**src/sst_regs.svh**
```systemverilog
`ifndef SST_REGS_SVH
`define SST_REGS_SVH

// position and angle ranges
`define SST_POS_W        22
`define SST_POS_MAX      22'd2621439
`define SST_ANG_W        16
`define SST_ANG_MAX      16'd35999

// alarm codes reported to the alarm query
`define SST_ALM_W        8
`define SST_ALM_NONE     8'h00
`define SST_ALM_SOFT_OT  8'hf2
`define SST_ALM_HARD_OT  8'hf3
`define SST_ALM_SENSOR   8'ha0
`define SST_ALM_ABSPOS   8'ha1
`define SST_ALM_OVERSPD  8'ha4

// teach target selectors
`define SST_TGT_W        4
`define SST_TGT_OTP      4'h0
`define SST_TGT_OTM      4'h1
`define SST_TGT_HO       4'h2
`define SST_TGT_ZAS      4'h3
`define SST_TGT_ZAE      4'h4
`define SST_TGT_ZBS      4'h5
`define SST_TGT_ZBE      4'h6
`define SST_TGT_ZCS      4'h7
`define SST_TGT_ZCE      4'h8
`define SST_TGT_AR       4'h9
`define SST_TGT_AD       4'ha
`define SST_NUM_PARAMS   9

`endif

```
**src/sst_pkg.sv**
```systemverilog
package sst_pkg;

  // alarm inputs from the fault detectors
  typedef struct packed {
    logic soft_ot;
    logic hard_ot;
    logic sensor_err;
    logic abspos_err;
    logic over_speed;
    logic other_alarm;
    logic warning;
  } sst_alarm_t;

  // status outputs to the host
  typedef struct packed {
    logic travel_limit_flag;
    logic in_position_flag;
    logic healthy_flag;
    logic homing_done_flag;
    logic origin_defined_flag;
  } sst_status_t;

  // terminal command strobes, one-cycle pulses
  typedef struct packed {
    logic servo_disable_cmd;
    logic servo_restore_cmd;
    logic brake_release_cmd;
    logic brake_release_arg;
    logic capture_suffix;
    logic accept_key;
    logic cancel_key;
    logic password_ok;
  } sst_cmd_t;

  typedef enum logic [1:0] {
    SST_EDIT_IDLE = 2'b00,
    SST_EDIT_SHOW = 2'b01,
    SST_EDIT_DONE = 2'b10
  } sst_edit_state_t;

endpackage : sst_pkg

```
**src/sst_param_mem.sv**
```systemverilog
`timescale 1ns/1ps
`include "sst_regs.svh"

module sst_param_mem #(
  parameter int DEPTH = `SST_NUM_PARAMS,
  parameter int WIDTH = `SST_POS_W
) (
  input  wire logic                     clock_i,
  input  wire logic                     arst_n_i,
  input  wire logic                     wr_en_i,
  input  wire logic [$clog2(DEPTH)-1:0] wr_addr_i,
  input  wire logic [WIDTH-1:0]         wr_data_i,
  input  wire logic [$clog2(DEPTH)-1:0] rd_addr_i,
  output logic      [WIDTH-1:0]         rd_data_o
);

  logic [WIDTH-1:0] mem_reg [DEPTH];

  initial begin
    if (DEPTH < 2) $error("sst_param_mem: DEPTH too small");
  end

  always_ff @(posedge clock_i or negedge arst_n_i) begin
    if (!arst_n_i) begin
      for (int i = 0; i < DEPTH; i++) mem_reg[i] <= '0;
    end else if (wr_en_i) begin
      mem_reg[wr_addr_i] <= wr_data_i;
    end
  end

  always_ff @(posedge clock_i or negedge arst_n_i) begin
    if (!arst_n_i) rd_data_o <= '0;
    else rd_data_o <= mem_reg[rd_addr_i];
  end

endmodule : sst_param_mem

```
**src/sst_pin_sync.sv**
```systemverilog
`timescale 1ns/1ps

module sst_pin_sync #(
  parameter int WIDTH = 4
) (
  input  wire logic             clock_i,
  input  wire logic             arst_n_i,
  input  wire logic [WIDTH-1:0] pin_i,
  output logic      [WIDTH-1:0] sync_o
);

  logic [WIDTH-1:0] meta_reg;

  initial begin
    if (WIDTH < 1) $error("sst_pin_sync: WIDTH must be positive");
  end

  always_ff @(posedge clock_i or negedge arst_n_i) begin
    if (!arst_n_i) begin
      meta_reg <= '0;
      sync_o   <= '0;
    end else begin
      meta_reg <= pin_i;
      sync_o   <= meta_reg;
    end
  end

endmodule : sst_pin_sync

```
**src/sst_status_teach.sv**
```systemverilog
`timescale 1ns/1ps
`include "sst_regs.svh"

// Functional notes
// - travel-limit flag closed while inside soft or hard limit region.
// - travel-limit flag same for plus and minus limits.
// - limit raises alarm F2 soft, F3 hard, shown on alarm query.
// - limit during a move stops short, in-position stays open.
// - limit at rest leaves in-position as it was.
// - healthy flag closed normally, open on any alarm or warning.
// - healthy flag timed like driver-ready and warning outputs.
// - homing flag closes when homing done and commanded position is zero.
// - commanded position is current position plus position error.
// - commanded position leaving zero opens homing flag until next homing.
// - origin flag closed while origin defined, open otherwise.
// - sensor, absolute-position or over-speed alarm undefines origin, servo off.
// - interrupted homing undefines origin.
// - capture suffix loads current absolute position into the parameter.
// - taught pulses clamp 0..2621439, angles 0..35999.
// - teaching limits or origin offset needs password first.
// - after servo-disable, servo-enable input is ignored.
// - brake release 1 removes brake; 0 then restore returns normal.
// - program edit capture shows position; accept stores, cancel discards.
module sst_status_teach #(
  parameter int POS_W = `SST_POS_W,
  parameter int ANG_W = `SST_ANG_W
) (
  input  wire logic                     clock_i,
  input  wire logic                     arst_n_i,
  // pins from the field
  input  wire logic                     servo_enable_input_i,
  input  wire logic                     homing_start_input_i,
  input  wire logic                     plus_hard_limit_i,
  input  wire logic                     minus_hard_limit_i,
  // on-clock inputs from the motion core, fault detectors and terminal
  input  wire logic [POS_W-1:0]         cur_pos_i,
  input  wire logic signed [POS_W:0]    pos_err_i,
  input  wire logic [ANG_W-1:0]         cur_ang_i,
  input  wire logic                     moving_i,
  input  wire logic                     move_done_i,
  input  wire logic                     homing_done_i,
  input  wire logic                     homing_abort_i,
  input  wire sst_pkg::sst_alarm_t      alarm_i,
  input  wire sst_pkg::sst_cmd_t        cmd_i,
  input  wire logic [`SST_TGT_W-1:0]    teach_target_i,
  input  wire logic [`SST_TGT_W-1:0]    param_sel_i,
  // outputs
  output sst_pkg::sst_status_t          status_o,
  output logic                          plus_limit_flag_o,
  output logic                          minus_limit_flag_o,
  output logic                          driver_ready_flag_o,
  output logic                          warning_flag_o,
  output logic [`SST_ALM_W-1:0]         alarm_query_o,
  output logic                          servo_on_o,
  output logic                          brake_active_o,
  output logic                          stop_motion_o,
  output logic [POS_W-1:0]              param_data_o,
  output logic                          teach_reject_o,
  output sst_pkg::sst_edit_state_t      edit_state_o,
  output logic [POS_W-1:0]              edit_display_o,
  output logic                          prog_store_o,
  output logic [POS_W-1:0]              prog_target_o,
  output logic                          prog_is_angle_o
);

  initial begin
    if (POS_W < 22) $error("sst_status_teach: POS_W below 22");
    if (ANG_W < 16) $error("sst_status_teach: ANG_W below 16");
  end

  // ----------------------------------------
  // pin synchronisers
  // ----------------------------------------
  logic [3:0] pins_sync;

  sst_pin_sync #(
    .WIDTH (4)
  ) u_sync (
    .clock_i  (clock_i),
    .arst_n_i (arst_n_i),
    .pin_i    ({servo_enable_input_i, homing_start_input_i,
                plus_hard_limit_i, minus_hard_limit_i}),
    .sync_o   (pins_sync)
  );

  wire servo_en_s   = pins_sync[3];
  wire homing_req_s = pins_sync[2];
  wire plus_hard_s  = pins_sync[1];
  wire minus_hard_s = pins_sync[0];

  // ----------------------------------------
  // taught limits and decoding
  // ----------------------------------------
  function automatic logic [POS_W-1:0] clamp_pos(input logic [POS_W-1:0] v);
    clamp_pos = (v > `SST_POS_MAX) ? `SST_POS_MAX : v;
  endfunction : clamp_pos

  function automatic logic needs_password(input logic [`SST_TGT_W-1:0] t);
    needs_password = (t == `SST_TGT_OTP) || (t == `SST_TGT_OTM) ||
                     (t == `SST_TGT_HO);
  endfunction : needs_password

  logic [POS_W-1:0] otp_reg;
  logic [POS_W-1:0] otm_reg;
  logic             pw_ok_reg;

  wire teach_param = cmd_i.capture_suffix && (teach_target_i < `SST_TGT_AR);
  wire teach_lock  = needs_password(teach_target_i) && !pw_ok_reg;
  wire teach_write = teach_param && !teach_lock;
  wire [POS_W-1:0] taught_pos = clamp_pos(cur_pos_i);
  wire [ANG_W-1:0] taught_ang = (cur_ang_i > `SST_ANG_MAX) ? `SST_ANG_MAX : cur_ang_i;

  always_ff @(posedge clock_i or negedge arst_n_i) begin
    if (!arst_n_i) begin
      otp_reg        <= '0;
      otm_reg        <= '0;
      pw_ok_reg      <= 1'b0;
      teach_reject_o <= 1'b0;
    end else begin
      if (cmd_i.password_ok) pw_ok_reg <= 1'b1;
      teach_reject_o <= teach_param && teach_lock;
      if (teach_write && teach_target_i == `SST_TGT_OTP) otp_reg <= taught_pos;
      if (teach_write && teach_target_i == `SST_TGT_OTM) otm_reg <= taught_pos;
    end
  end

  sst_param_mem #(
    .DEPTH (`SST_NUM_PARAMS),
    .WIDTH (POS_W)
  ) u_mem (
    .clock_i   (clock_i),
    .arst_n_i  (arst_n_i),
    .wr_en_i   (teach_write),
    .wr_addr_i (teach_target_i),
    .wr_data_i (taught_pos),
    .rd_addr_i (param_sel_i),
    .rd_data_o (param_data_o)
  );

  // ----------------------------------------
  // travel limits
  // ----------------------------------------
  wire soft_plus  = (otp_reg != '0) && (cur_pos_i >= otp_reg);
  wire soft_minus = (otm_reg != '0) && (cur_pos_i <= otm_reg);
  wire soft_ot    = soft_plus || soft_minus || alarm_i.soft_ot;
  wire hard_ot    = plus_hard_s || minus_hard_s || alarm_i.hard_ot;
  wire limit_hit  = soft_ot || hard_ot;

  // ----------------------------------------
  // alarms
  // ----------------------------------------
  wire origin_alarm = alarm_i.sensor_err || alarm_i.abspos_err ||
                      alarm_i.over_speed;
  wire any_alarm    = limit_hit || origin_alarm || alarm_i.other_alarm;
  wire any_fault    = any_alarm || alarm_i.warning;

  logic [`SST_ALM_W-1:0] alarm_code;
  assign alarm_code = alarm_i.sensor_err ? `SST_ALM_SENSOR  :
                      alarm_i.abspos_err ? `SST_ALM_ABSPOS  :
                      alarm_i.over_speed ? `SST_ALM_OVERSPD :
                      hard_ot            ? `SST_ALM_HARD_OT :
                      soft_ot            ? `SST_ALM_SOFT_OT :
                                           `SST_ALM_NONE;

  // ----------------------------------------
  // commanded position and homing
  // ----------------------------------------
  wire signed [POS_W+1:0] cmd_pos =
    $signed({2'b00, cur_pos_i}) + $signed({pos_err_i[POS_W], pos_err_i});
  wire cmd_at_zero = (cmd_pos == '0);

  logic homing_done_reg;
  logic origin_reg;
  logic homing_run_reg;

  always_ff @(posedge clock_i or negedge arst_n_i) begin
    if (!arst_n_i) begin
      homing_run_reg <= 1'b0;
    end else begin
      if (homing_req_s) homing_run_reg <= 1'b1;
      if (homing_done_i || homing_abort_i) homing_run_reg <= 1'b0;
    end
  end

  always_ff @(posedge clock_i or negedge arst_n_i) begin
    if (!arst_n_i) begin
      homing_done_reg <= 1'b0;
      origin_reg      <= 1'b0;
    end else begin
      if (homing_done_i) begin
        homing_done_reg <= 1'b1;
        origin_reg      <= 1'b1;
      end else if (!cmd_at_zero) begin
        homing_done_reg <= 1'b0;
      end
      if (origin_alarm) origin_reg <= 1'b0;
      if (homing_abort_i && homing_run_reg) origin_reg <= 1'b0;
      if (origin_alarm || homing_abort_i) homing_done_reg <= 1'b0;
    end
  end

  // ----------------------------------------
  // servo enable and brake
  // ----------------------------------------
  logic servo_lock_reg;
  logic brake_off_reg;

  always_ff @(posedge clock_i or negedge arst_n_i) begin
    if (!arst_n_i) begin
      servo_lock_reg <= 1'b0;
      brake_off_reg  <= 1'b0;
      servo_on_o     <= 1'b0;
    end else begin
      if (cmd_i.servo_disable_cmd) servo_lock_reg <= 1'b1;
      else if (cmd_i.servo_restore_cmd && !brake_off_reg) servo_lock_reg <= 1'b0;
      if (cmd_i.brake_release_cmd) brake_off_reg <= cmd_i.brake_release_arg;
      servo_on_o <= servo_en_s && !servo_lock_reg && !cmd_i.servo_disable_cmd &&
                    !origin_alarm && !alarm_i.other_alarm;
    end
  end

  assign brake_active_o = !brake_off_reg;

  // ----------------------------------------
  // in-position and status flags
  // ----------------------------------------
  logic inpos_reg;
  logic stop_reg;

  always_ff @(posedge clock_i or negedge arst_n_i) begin
    if (!arst_n_i) begin
      inpos_reg <= 1'b0;
      stop_reg  <= 1'b0;
    end else begin
      stop_reg <= limit_hit && moving_i;
      if (moving_i) inpos_reg <= 1'b0;
      else if (move_done_i && !limit_hit) inpos_reg <= 1'b1;
    end
  end

  assign stop_motion_o = stop_reg;

  always_ff @(posedge clock_i or negedge arst_n_i) begin
    if (!arst_n_i) begin
      status_o            <= '0;
      plus_limit_flag_o   <= 1'b0;
      minus_limit_flag_o  <= 1'b0;
      driver_ready_flag_o <= 1'b0;
      warning_flag_o      <= 1'b0;
      alarm_query_o       <= `SST_ALM_NONE;
    end else begin
      status_o.travel_limit_flag   <= limit_hit;
      status_o.in_position_flag    <= inpos_reg;
      status_o.healthy_flag        <= !any_fault;
      status_o.homing_done_flag    <= homing_done_reg && cmd_at_zero;
      status_o.origin_defined_flag <= origin_reg;
      plus_limit_flag_o            <= soft_plus || plus_hard_s;
      minus_limit_flag_o           <= soft_minus || minus_hard_s;
      driver_ready_flag_o          <= !any_alarm;
      warning_flag_o               <= alarm_i.warning;
      alarm_query_o                <= alarm_code;
    end
  end

  // ----------------------------------------
  // program edit teaching
  // ----------------------------------------
  sst_pkg::sst_edit_state_t edit_reg;
  sst_pkg::sst_edit_state_t edit_next;
  logic [POS_W-1:0]         shown_reg;
  logic                     shown_ang_reg;

  wire prog_capture = cmd_i.capture_suffix &&
                      (teach_target_i == `SST_TGT_AR || teach_target_i == `SST_TGT_AD);

  always_comb begin
    edit_next = edit_reg;
    unique case (edit_reg)
      sst_pkg::SST_EDIT_IDLE: if (prog_capture) edit_next = sst_pkg::SST_EDIT_SHOW;
      sst_pkg::SST_EDIT_SHOW: begin
        if (cmd_i.accept_key || cmd_i.cancel_key) edit_next = sst_pkg::SST_EDIT_DONE;
      end
      sst_pkg::SST_EDIT_DONE: edit_next = sst_pkg::SST_EDIT_IDLE;
      default:                edit_next = sst_pkg::SST_EDIT_IDLE;
    endcase
  end

  always_ff @(posedge clock_i or negedge arst_n_i) begin
    if (!arst_n_i) begin
      edit_reg        <= sst_pkg::SST_EDIT_IDLE;
      shown_reg       <= '0;
      shown_ang_reg   <= 1'b0;
      prog_store_o    <= 1'b0;
      prog_target_o   <= '0;
      prog_is_angle_o <= 1'b0;
    end else begin
      edit_reg     <= edit_next;
      prog_store_o <= 1'b0;
      if (edit_reg == sst_pkg::SST_EDIT_IDLE && prog_capture) begin
        shown_ang_reg <= (teach_target_i == `SST_TGT_AD);
        shown_reg     <= (teach_target_i == `SST_TGT_AD) ?
                         {{(POS_W-ANG_W){1'b0}}, taught_ang} : taught_pos;
      end
      if (edit_reg == sst_pkg::SST_EDIT_SHOW && cmd_i.accept_key) begin
        prog_store_o    <= 1'b1;
        prog_target_o   <= shown_reg;
        prog_is_angle_o <= shown_ang_reg;
      end
    end
  end

  assign edit_state_o   = edit_reg;
  assign edit_display_o = shown_reg;

endmodule : sst_status_teach
```
**config.mk**
```make
export PLATFORM = sky130hd
export DESIGN_NAME = sst_status_teach
export DESIGN_NICKNAME = d
export VERILOG_FILES = /design/src/sst_pkg.sv /design/src/sst_param_mem.sv /design/src/sst_pin_sync.sv /design/src/sst_status_teach.sv
export VERILOG_INCLUDE_DIRS = /design/src /design/src/src
export SDC_FILE = /design/constraint.sdc
export NUM_CORES = 1
export LEC_CHECK = 0
export BUFFER_PORTS_ARGS = -buffer_cell sky130_fd_sc_hd__buf_2
export CAP_MARGIN = 20
export CORE_MARGIN = 8
export CORE_UTILIZATION = 45
export CTS_BUF_LIST = sky130_fd_sc_hd__clkbuf_2
export DETAILED_ROUTE_END_ITERATION = 8
export GPL_ROUTABILITY_DRIVEN = 1
export HOLD_SLACK_MARGIN = 0.03
export PLACE_DENSITY_LB_ADDON = 0.2
export SLEW_MARGIN = 20
export SYNTH_ARGS = -nofsm -noshare
export SYNTH_HDL_FRONTEND = slang
export SYNTH_SLANG_ARGS = --single-unit
```
**constraint.sdc**
```tcl
create_clock -name clock_i -period 3.8 [get_ports clock_i]
set_input_delay 0.57 -clock clock_i [delete_from_list [all_inputs] [get_ports clock_i]]
set_output_delay 0.57 -clock clock_i [all_outputs]
set_load 0.1 [all_outputs]
```
==> results of run 1 <==
[placed cells by master (no fill, tap or decap), types with 29 or more instances in the layout]
master and count:
dfrtp_1 300, ha_1 66, dlygate4sd3_1 41, inv_1 53, nor2_1 64, a21oi_1 29, mux4_2 44, o21ai_0 236
clkbuf_2 115, buf_2 182, a21o_1 31, nand2_1 345
[through the flow]
step                instance area [sq um]  worst slack (ns)
floorplan                           14800             0.644
finish                              17300             0.656
global placement                    16100             0.310
CTS                                 17300             0.674
detailed placement                  16100             0.262
global route                        17300             0.499
[power by group through the flow]
stage	Sequential, mW	Combinational [mW]	Clock [mW]
after floorplan	5.60	1.26	0
after detailed placement	4.34	3.40	0
final	4.29	3.42	2.23
after CTS	4.28	3.44	2.32
after global placement	4.31	3.35	0
after global routing	4.37	3.70	2.51
[layer usage]
metal / track usage (%) / vias to the layer above / wire length, um
li1: - / 5752 / -
met3: 4.84 / 77 / 2570
met5: 0 / - / 12
met4: 8.86 / 2 / 1330
met2: 33.2 / 365 / 18400
met1: 28.9 / 5734 / 18600
[kinds of logic (layout without fill, tap and decap cells)]
group / Yosys count / after routing / share of synthesized area [%]
AOI/OAI and AO/OA: 378 / 378 / 15.3
muxes: 74 / 74 / 8.80
adders and majority gates: 67 / 67 / 5.73
DFF: 300 / 300 / 50.8
and+or+nand+nor: 518 / 518 / 15.1
buffers and inverters: 133 / 437 / 3.58
other: 1 / 3 / 0.0254
xor gates and xnor gates: 10 / 10 / 0.593
[worst max-delay path, delay by kind of cell, from the launching register on]
kind / cells / cell delay, ns
flops: 1 / 0.42
fa+ha+maj: 1 / 0.29
compound gates: 6 / 1.42
buf+inv: 2 / 0.63
simple gates: 2 / 0.32
[repair_timing]
| item | in CTS | in global routing |
|---|---|---|
| resized for setup | 0 | 0 |
| hold buffers | 41 | 0 |
| hold endpoints to repair | 141 | 0 |
[worst paths after layout]
| check | from | to | slack (ns) | depth (start not counted) |
|---|---|---|---|---|
| max in group asynchronous | arst_n_i | u_mem.mem_reg[10] | 2.25 | 3 |
| worst min-delay path | pos_err_i[22] | homing_done_reg | 0.12 | 4 |
| worst min register to register | u_sync.meta_reg[2] | u_sync.sync_o[2] | 0.35 | 0 |
| worst max-delay path | otm_reg[5] | inpos_reg | 0.66 | 11 |
| worst max register to register | otm_reg[5] | inpos_reg | 0.66 | 11 |
| min in group asynchronous | arst_n_i | otp_reg[20] | 0.32 | 2 |
[layout make-up]
| cell class | count | area share [%] |
|---|---|---|
| Timing Repair Buffer | 249 | 9.08 |
| Clock buffer | 115 | 3.33 |
| Inverter | 53 | 1.15 |
| Sequential cell | 300 | 43.4 |
| Antenna cell | 2 | 0.0290 |
| Tap cell | 442 | 3.20 |
| Multi-Input combinational cell | 1048 | 39.0 |
| Clock inverter | 20 | 0.760 |
==> flow_summary.toml, run 1 <==
[finish]
largest_reg_flops = 166
area_delta_synth_final_pct = 17.1
seq_area_sq_um = 7510
nFillCells = 3024
nNetsFinal = 1892
final_layout_size_suffix_gt1_share_pct = 22.5
fin_util_pct = 53.3
stdcell_count = 2229
multi_input_area_sq_um = 6750

[routing]
drc = 0
viasPerCell = 5.35
routed_wl_um = 40900
initialDrtViolationCount = 526
drt-pass1-iter-count = 5
routedWlPerCell_um = 18.4
ant_nets = 0
vias = 11900

[clock_tree]
cts_max_path_buffers = 3
postCtsSetupBuffers = 0
cts_root_buffer = "clkbuf_2"
numCtsBuffers = 79
clk_latency_ns = 0.89
cts_sinks = 300
cts_tree = "built"
htree_levels = 3
clk_pin_slew_ns = 0.11

[placement]
port_buffers = 183
dp_cells = 2050
dp.final_hpwl_um = 29800
gp_congestion = 0.854

[power_and_ir_drop]
switching_share_pct = 42.9
p_leak_nw = 8.60
p_int_mw = 5.67
combPwrFrac_pct = 34.4
finalPower_mw = 9.93
p_sw_mw = 4.26
powerDensity_nw_per_um2 = 575
vdd_drop_max_uv = 524
p_clk_share_pct = 22.4
seqPwrFrac_pct = 43.2

[sta]
finalClockSkew_ns = 0.0823
slew_viol_final = 0
finalSetupViolCount = 0
hold_violations = 0
rsz0062_at_grt = "false"
fin_crit_sh_pct = 82.7
worstMarginPinSlew_ns = 0.920
max_clock_freq_mhz = 318
period_needed_ns = 3.14
fin_hold_ws_ns = 0.121
tns_ns = 0
max_slew_margin_pct = 38.7

[grt]
grt_max_degree = 113
antenna_found_initial = 2
grt_usage_pct = 21.5
grt_pass1_vias = 12300
overflow = 0
grt_pass1_wl_um = 67100

[yosys]
synth.distinct_cells = 73
syn_avg_cell_area_sq_um = 9.97
synth_ff_type = "dfrtp_1"
synth_edf_count = 0
synthCells = 1481
ys_seq_area_share_pct = 50.8
synth_top_area_share_pct = 50.8
ys_warn_count = 0
synth_area_leader_cell = "dfrtp_1"
netlist_area_sq_um = 14800
ys_ff_latch = 300
synth_nets = 1642
synth_async_sr_flop_share_pct = 100
synth_area_leaders = "dfrtp_1 (51%), nand2_1 (8.8%), o21ai_0 (8.0%), mux4_2 (6.7%), ha_1 (5.6%)"
post-synth-top-count-cell = "nand2_1"
synthTopCellsByCount = "nand2_1 (345), dfrtp_1 (300), o21ai_0 (237)"

[critical_path]
worstPathArrival_ns = 3.91
critPathKind = "register to register"
crit_slowest_cell = "dlygate4sd3_1"
critPathRequiredTime_ns = 4.57
cp_cell_sequence = "inv_1 > ha_1 > nand4_1 > a21oi_1 > a211oi_1 > o221a_1 > o211a_1 > o22ai_1 > nand4b_1 > o22ai_1 > dlygate4sd3_1"
cp_max_fo = 4
startpoint_type = "register"
cp_slowest_stage_delay_ns = 0.56
worstSetupEndpointType = "register"
critPathMostFrequentCell = "o22ai_1"

[run_status]
status = "finished, final reports clean"

[die]
die_y_um = 197
ios = 185
initial_core_util_pct = 45.5
dieWidth_um = 197
core_area_sq_um = 32500
num_rows = 66
die-area_sq_um = 38900

[hold_path]
hp-class = "input pin to register"

[run]
cap_violations = 0
Note: power is estimated with default switching activity, not from simulation.
==> run 2, diff against run 1 <==
--- a/config.mk
+++ b/config.mk
@@ -6,6 +6,7 @@
 export SDC_FILE = /design/constraint.sdc
 export NUM_CORES = 1
 export LEC_CHECK = 0
+export ABC_AREA = 1
 export BUFFER_PORTS_ARGS = -buffer_cell sky130_fd_sc_hd__buf_2
 export CAP_MARGIN = 20
 export CORE_MARGIN = 8
==> constraint.sdc (replaced) <==
create_clock -name clock_i -period 3.15 [get_ports clock_i]
set_input_delay 0.4725 -clock clock_i [delete_from_list [all_inputs] [get_ports clock_i]]
set_output_delay 0.4725 -clock clock_i [all_outputs]
set_load 0.1 [all_outputs]
==> run 2 against run 1 <==
  * Clock power increased by 23%
  * Global-route usage increased by 1.0 points
  * Critical path type unchanged
  * Maximum frequency is 12% higher
  * Via count increased by 16%
  * Final area is 5.9% higher
  * Highest routed layer is now met4
  * Cell count grew 19%
==> flow_summary.toml, run 2 <==
[run_status]
status = "finished, final reports clean"

[power_and_ir_drop]
p_clk_share_pct = 22.2
p_sw_mw = 5.35
vdd_drop_max_uv = 740
powerDensity_nw_per_um2 = 673
p_leak_nw = 9.28
switching_share_pct = 43.4
p_int_mw = 6.98
seqPwrFrac_pct = 41.9
combPwrFrac_pct = 35.9

[critical_path]
reg2reg_slack_ns = 0.33
crit_slowest_cell = "dlygate4sd3_1"
critPathMostFrequentCell = "nand4_1"
r2r_start = "otm_reg[19]"
startpoint_type = "register"
critPathRequiredTime_ns = 3.97
critPathKind = "register to register"
cp_max_fo = 4
worstPathArrival_ns = 3.63
cp_slowest_stage_delay_ns = 0.63
cp_cell_sequence = "inv_1 > ha_1 > nand4_1 > nor3_1 > o21ai_0 > nand3_1 > nand2_1 > o21ai_1 > nand4_1 > dlygate4sd3_1 > nor2_1"
timing.critical_path.from = "otm_reg[19]"
reg2reg_depth = 11
worstSetupEndpointType = "register"

[sta]
hold_violations = 0
worstMarginPinSlew_ns = 1.03
slew_viol_final = 0
finalClockSkew_ns = 0.0894
fin_crit_sh_pct = 89.4
finalSetupViolCount = 0
max_clock_freq_mhz = 355
rsz0062_at_grt = "false"
period_needed_ns = 2.82
tns_ns = 0
max_slew_margin_pct = 31.3

[grt]
grt_max_degree = 93
grt_usage_pct = 22.5
overflow = 0
grt_pass1_wl_um = 74500
antenna_found_initial = 2
grt_pass1_vias = 13800

[yosys]
synth_area_leaders = "dfrtp_1 (48%), nand2_1 (10%), o21ai_1 (6.2%), ha_1 (5.3%), inv_1 (4.3%)"
synthMuxAreaShare_pct = 1.42
post-synth-top-count-cell = "nand2_1"
synth_top_family_by_area = "simple AND/OR/NAND/NOR gates"
ys_seq_area_share_pct = 48.4
synth_ff_type = "dfrtp_1"
synth-compound-area-share_pct = 17.4
synth_edf_count = 0
synthCells = 1860
synthTopCellsByCount = "nand2_1 (429), dfrtp_1 (300), o21ai_1 (193)"
ys_warn_count = 0
synthSimpleGateAreaFrac_pct = 19.4
synth_async_sr_flop_share_pct = 100
synth.distinct_cells = 43
syn_avg_cell_area_sq_um = 8.34
synth_xor_area_share_pct = 0.282
synth_area_leader_cell = "dfrtp_1"
synth_top_area_share_pct = 48.4
synth_adder_area_share_pct = 5.45
ys_ff_latch = 300
synth_nets = 2021
netlist_area_sq_um = 15500

[finish]
final_layout_size_suffix_gt1_share_pct = 17.8
final_area_sq_um = 18300
nNetsFinal = 2307
mostFrequentLayoutCell = "nand2_1"
layout_common_cells = "nand2_1 (429), dfrtp_1 (300), o21ai_1 (193), buf_2 (181), inv_1 (177)"
nFillCells = 3275
largest_reg_flops = 166
area_delta_synth_final_pct = 18.1

[die]
initial_core_util_pct = 45.3
core_area_sq_um = 34200
die-area_sq_um = 40700
die_y_um = 202
ios = 185
num_rows = 68
dieWidth_um = 202

[routing]
drc = 0
viasPerCell = 5.24
drt-pass1-iter-count = 5
initialDrtViolationCount = 953
routedWlPerCell_um = 17.5
vias = 13900
ant_nets = 0
routed_wl_um = 46300

[placement]
dp.final_hpwl_um = 32900
port_buffers = 183
placed_cell_area_sq_um = 16900
gp_congestion = 0.954

[clock_tree]
postCtsHoldBufs = 65
postCtsSetupBuffers = 0
clk_pin_slew_ns = 0.11
htree_levels = 3
postCtsResizedCells = 0
numCtsBuffers = 78
cts_max_path_buffers = 3
cts_root_buffer = "clkbuf_2"
cts_tree = "built"
cts_sinks = 300
clk_latency_ns = 0.92

[hold_path]
holdPathStages = 4
worstHoldStart = "cur_pos_i[12]"
hp-class = "input pin to register"

[run]
cap_violations = 0
-- run 2: cell count changes in the layout (fill, tap and decap cells not counted), sizes merged, moves of 11 or more --
cell / delta
a21o: -33
a21oi: +28
buf: +23
dlygate4sd3: +24
inv: +128
mux4: -44
nand2: +87
nand3: +51
nand4: +15
nor2: +82
o211ai: +22
o21ai: +105
o221ai: +22
o22ai: +11
-- run 2: critical path: cells and delay by family (launching register included) --
| kind | cells | cell delay, ns |
|---|---|---|
| and+or+nand+nor | 6 | 0.93 |
| buffers and inverters | 2 | 0.71 |
| AOI/OAI and AO/OA | 2 | 0.40 |
| DFF | 1 | 0.39 |
| adders and majority gates | 1 | 0.30 |
-- run 2: area by class of cell --
cell class / instances / area, sq um / share of cell area, %
Antenna cell: 2 / 5.00 / 0.0273
Clock buffer: 106 / 531 / 2.90
Clock inverter: 22 / 181 / 0.991
Inverter: 185 / 694 / 3.79
Multi-Input combinational cell: 1285 / 6820 / 37.3
Sequential cell: 300 / 7510 / 41.0
Tap cell: 455 / 569 / 3.11
Timing Repair Buffer: 296 / 2000 / 10.9
-- run 2: power groups by stage --
stage	Sequential (mW)	Combinational [mW]	Clock, mW
floorplan	6.81	1.68	0
global placement	5.20	4.29	0
detailed placement	5.23	4.34	0
CTS	5.16	4.44	2.84
global route	5.26	4.81	3.04
finish	5.17	4.42	2.74
-- run 2: final timing paths --
check,endpoint
hold reg to reg,u_sync.sync_o[0]
min in group asynchronous,edit_display_o[14]
setup / recovery,driver_ready_flag_o
setup reg to reg,driver_ready_flag_o
max in group asynchronous,u_mem.mem_reg[6]
hold / removal,u_mem.mem_reg[122]
-- run 2: through the flow --
step | setup WS (ns) | utilization [%] | hold slack [ns] | power, mW | cells
after floorplan | 0.996 | - | 0.177 | 8.49 | 1860
after global placement | 0.309 | 49.5 | 0.332 | 9.49 | 2455
after detailed placement | 0.339 | 49.5 | 0.342 | 9.57 | 2455
after CTS | 0.335 | 53.5 | 0.0316 | 12.4 | 2648
after global routing | 0.142 | 53.5 | 0.0425 | 13.1 | 2651
final | 0.334 | 53.5 | 0.117 | 12.3 | 2651
-- run 2: metal layers --
layer | vias up | routed length, um | GRT usage, %
met4 | 0 | 1290 | 8.35
met5 | - | 0 | 0
li1 | 6841 | - | -
met1 | 6557 | 21600 | 31.1
met3 | 78 | 2870 | 4.60
met2 | 418 | 20600 | 34.4
-- run 2: cells by family (layout without fill, tap and decap cells) --
logic type               Yosys count  after routing
AO/OA/AOI/OAI                    482            482
other                              1              3
XOR/XNOR                           5              5
adder cells (fa/ha/maj)           67             67
AND/OR/NAND/NOR                  708            708
flip-flops                       300            300
buffers and inverters            275            609
multiplexers                      22             22
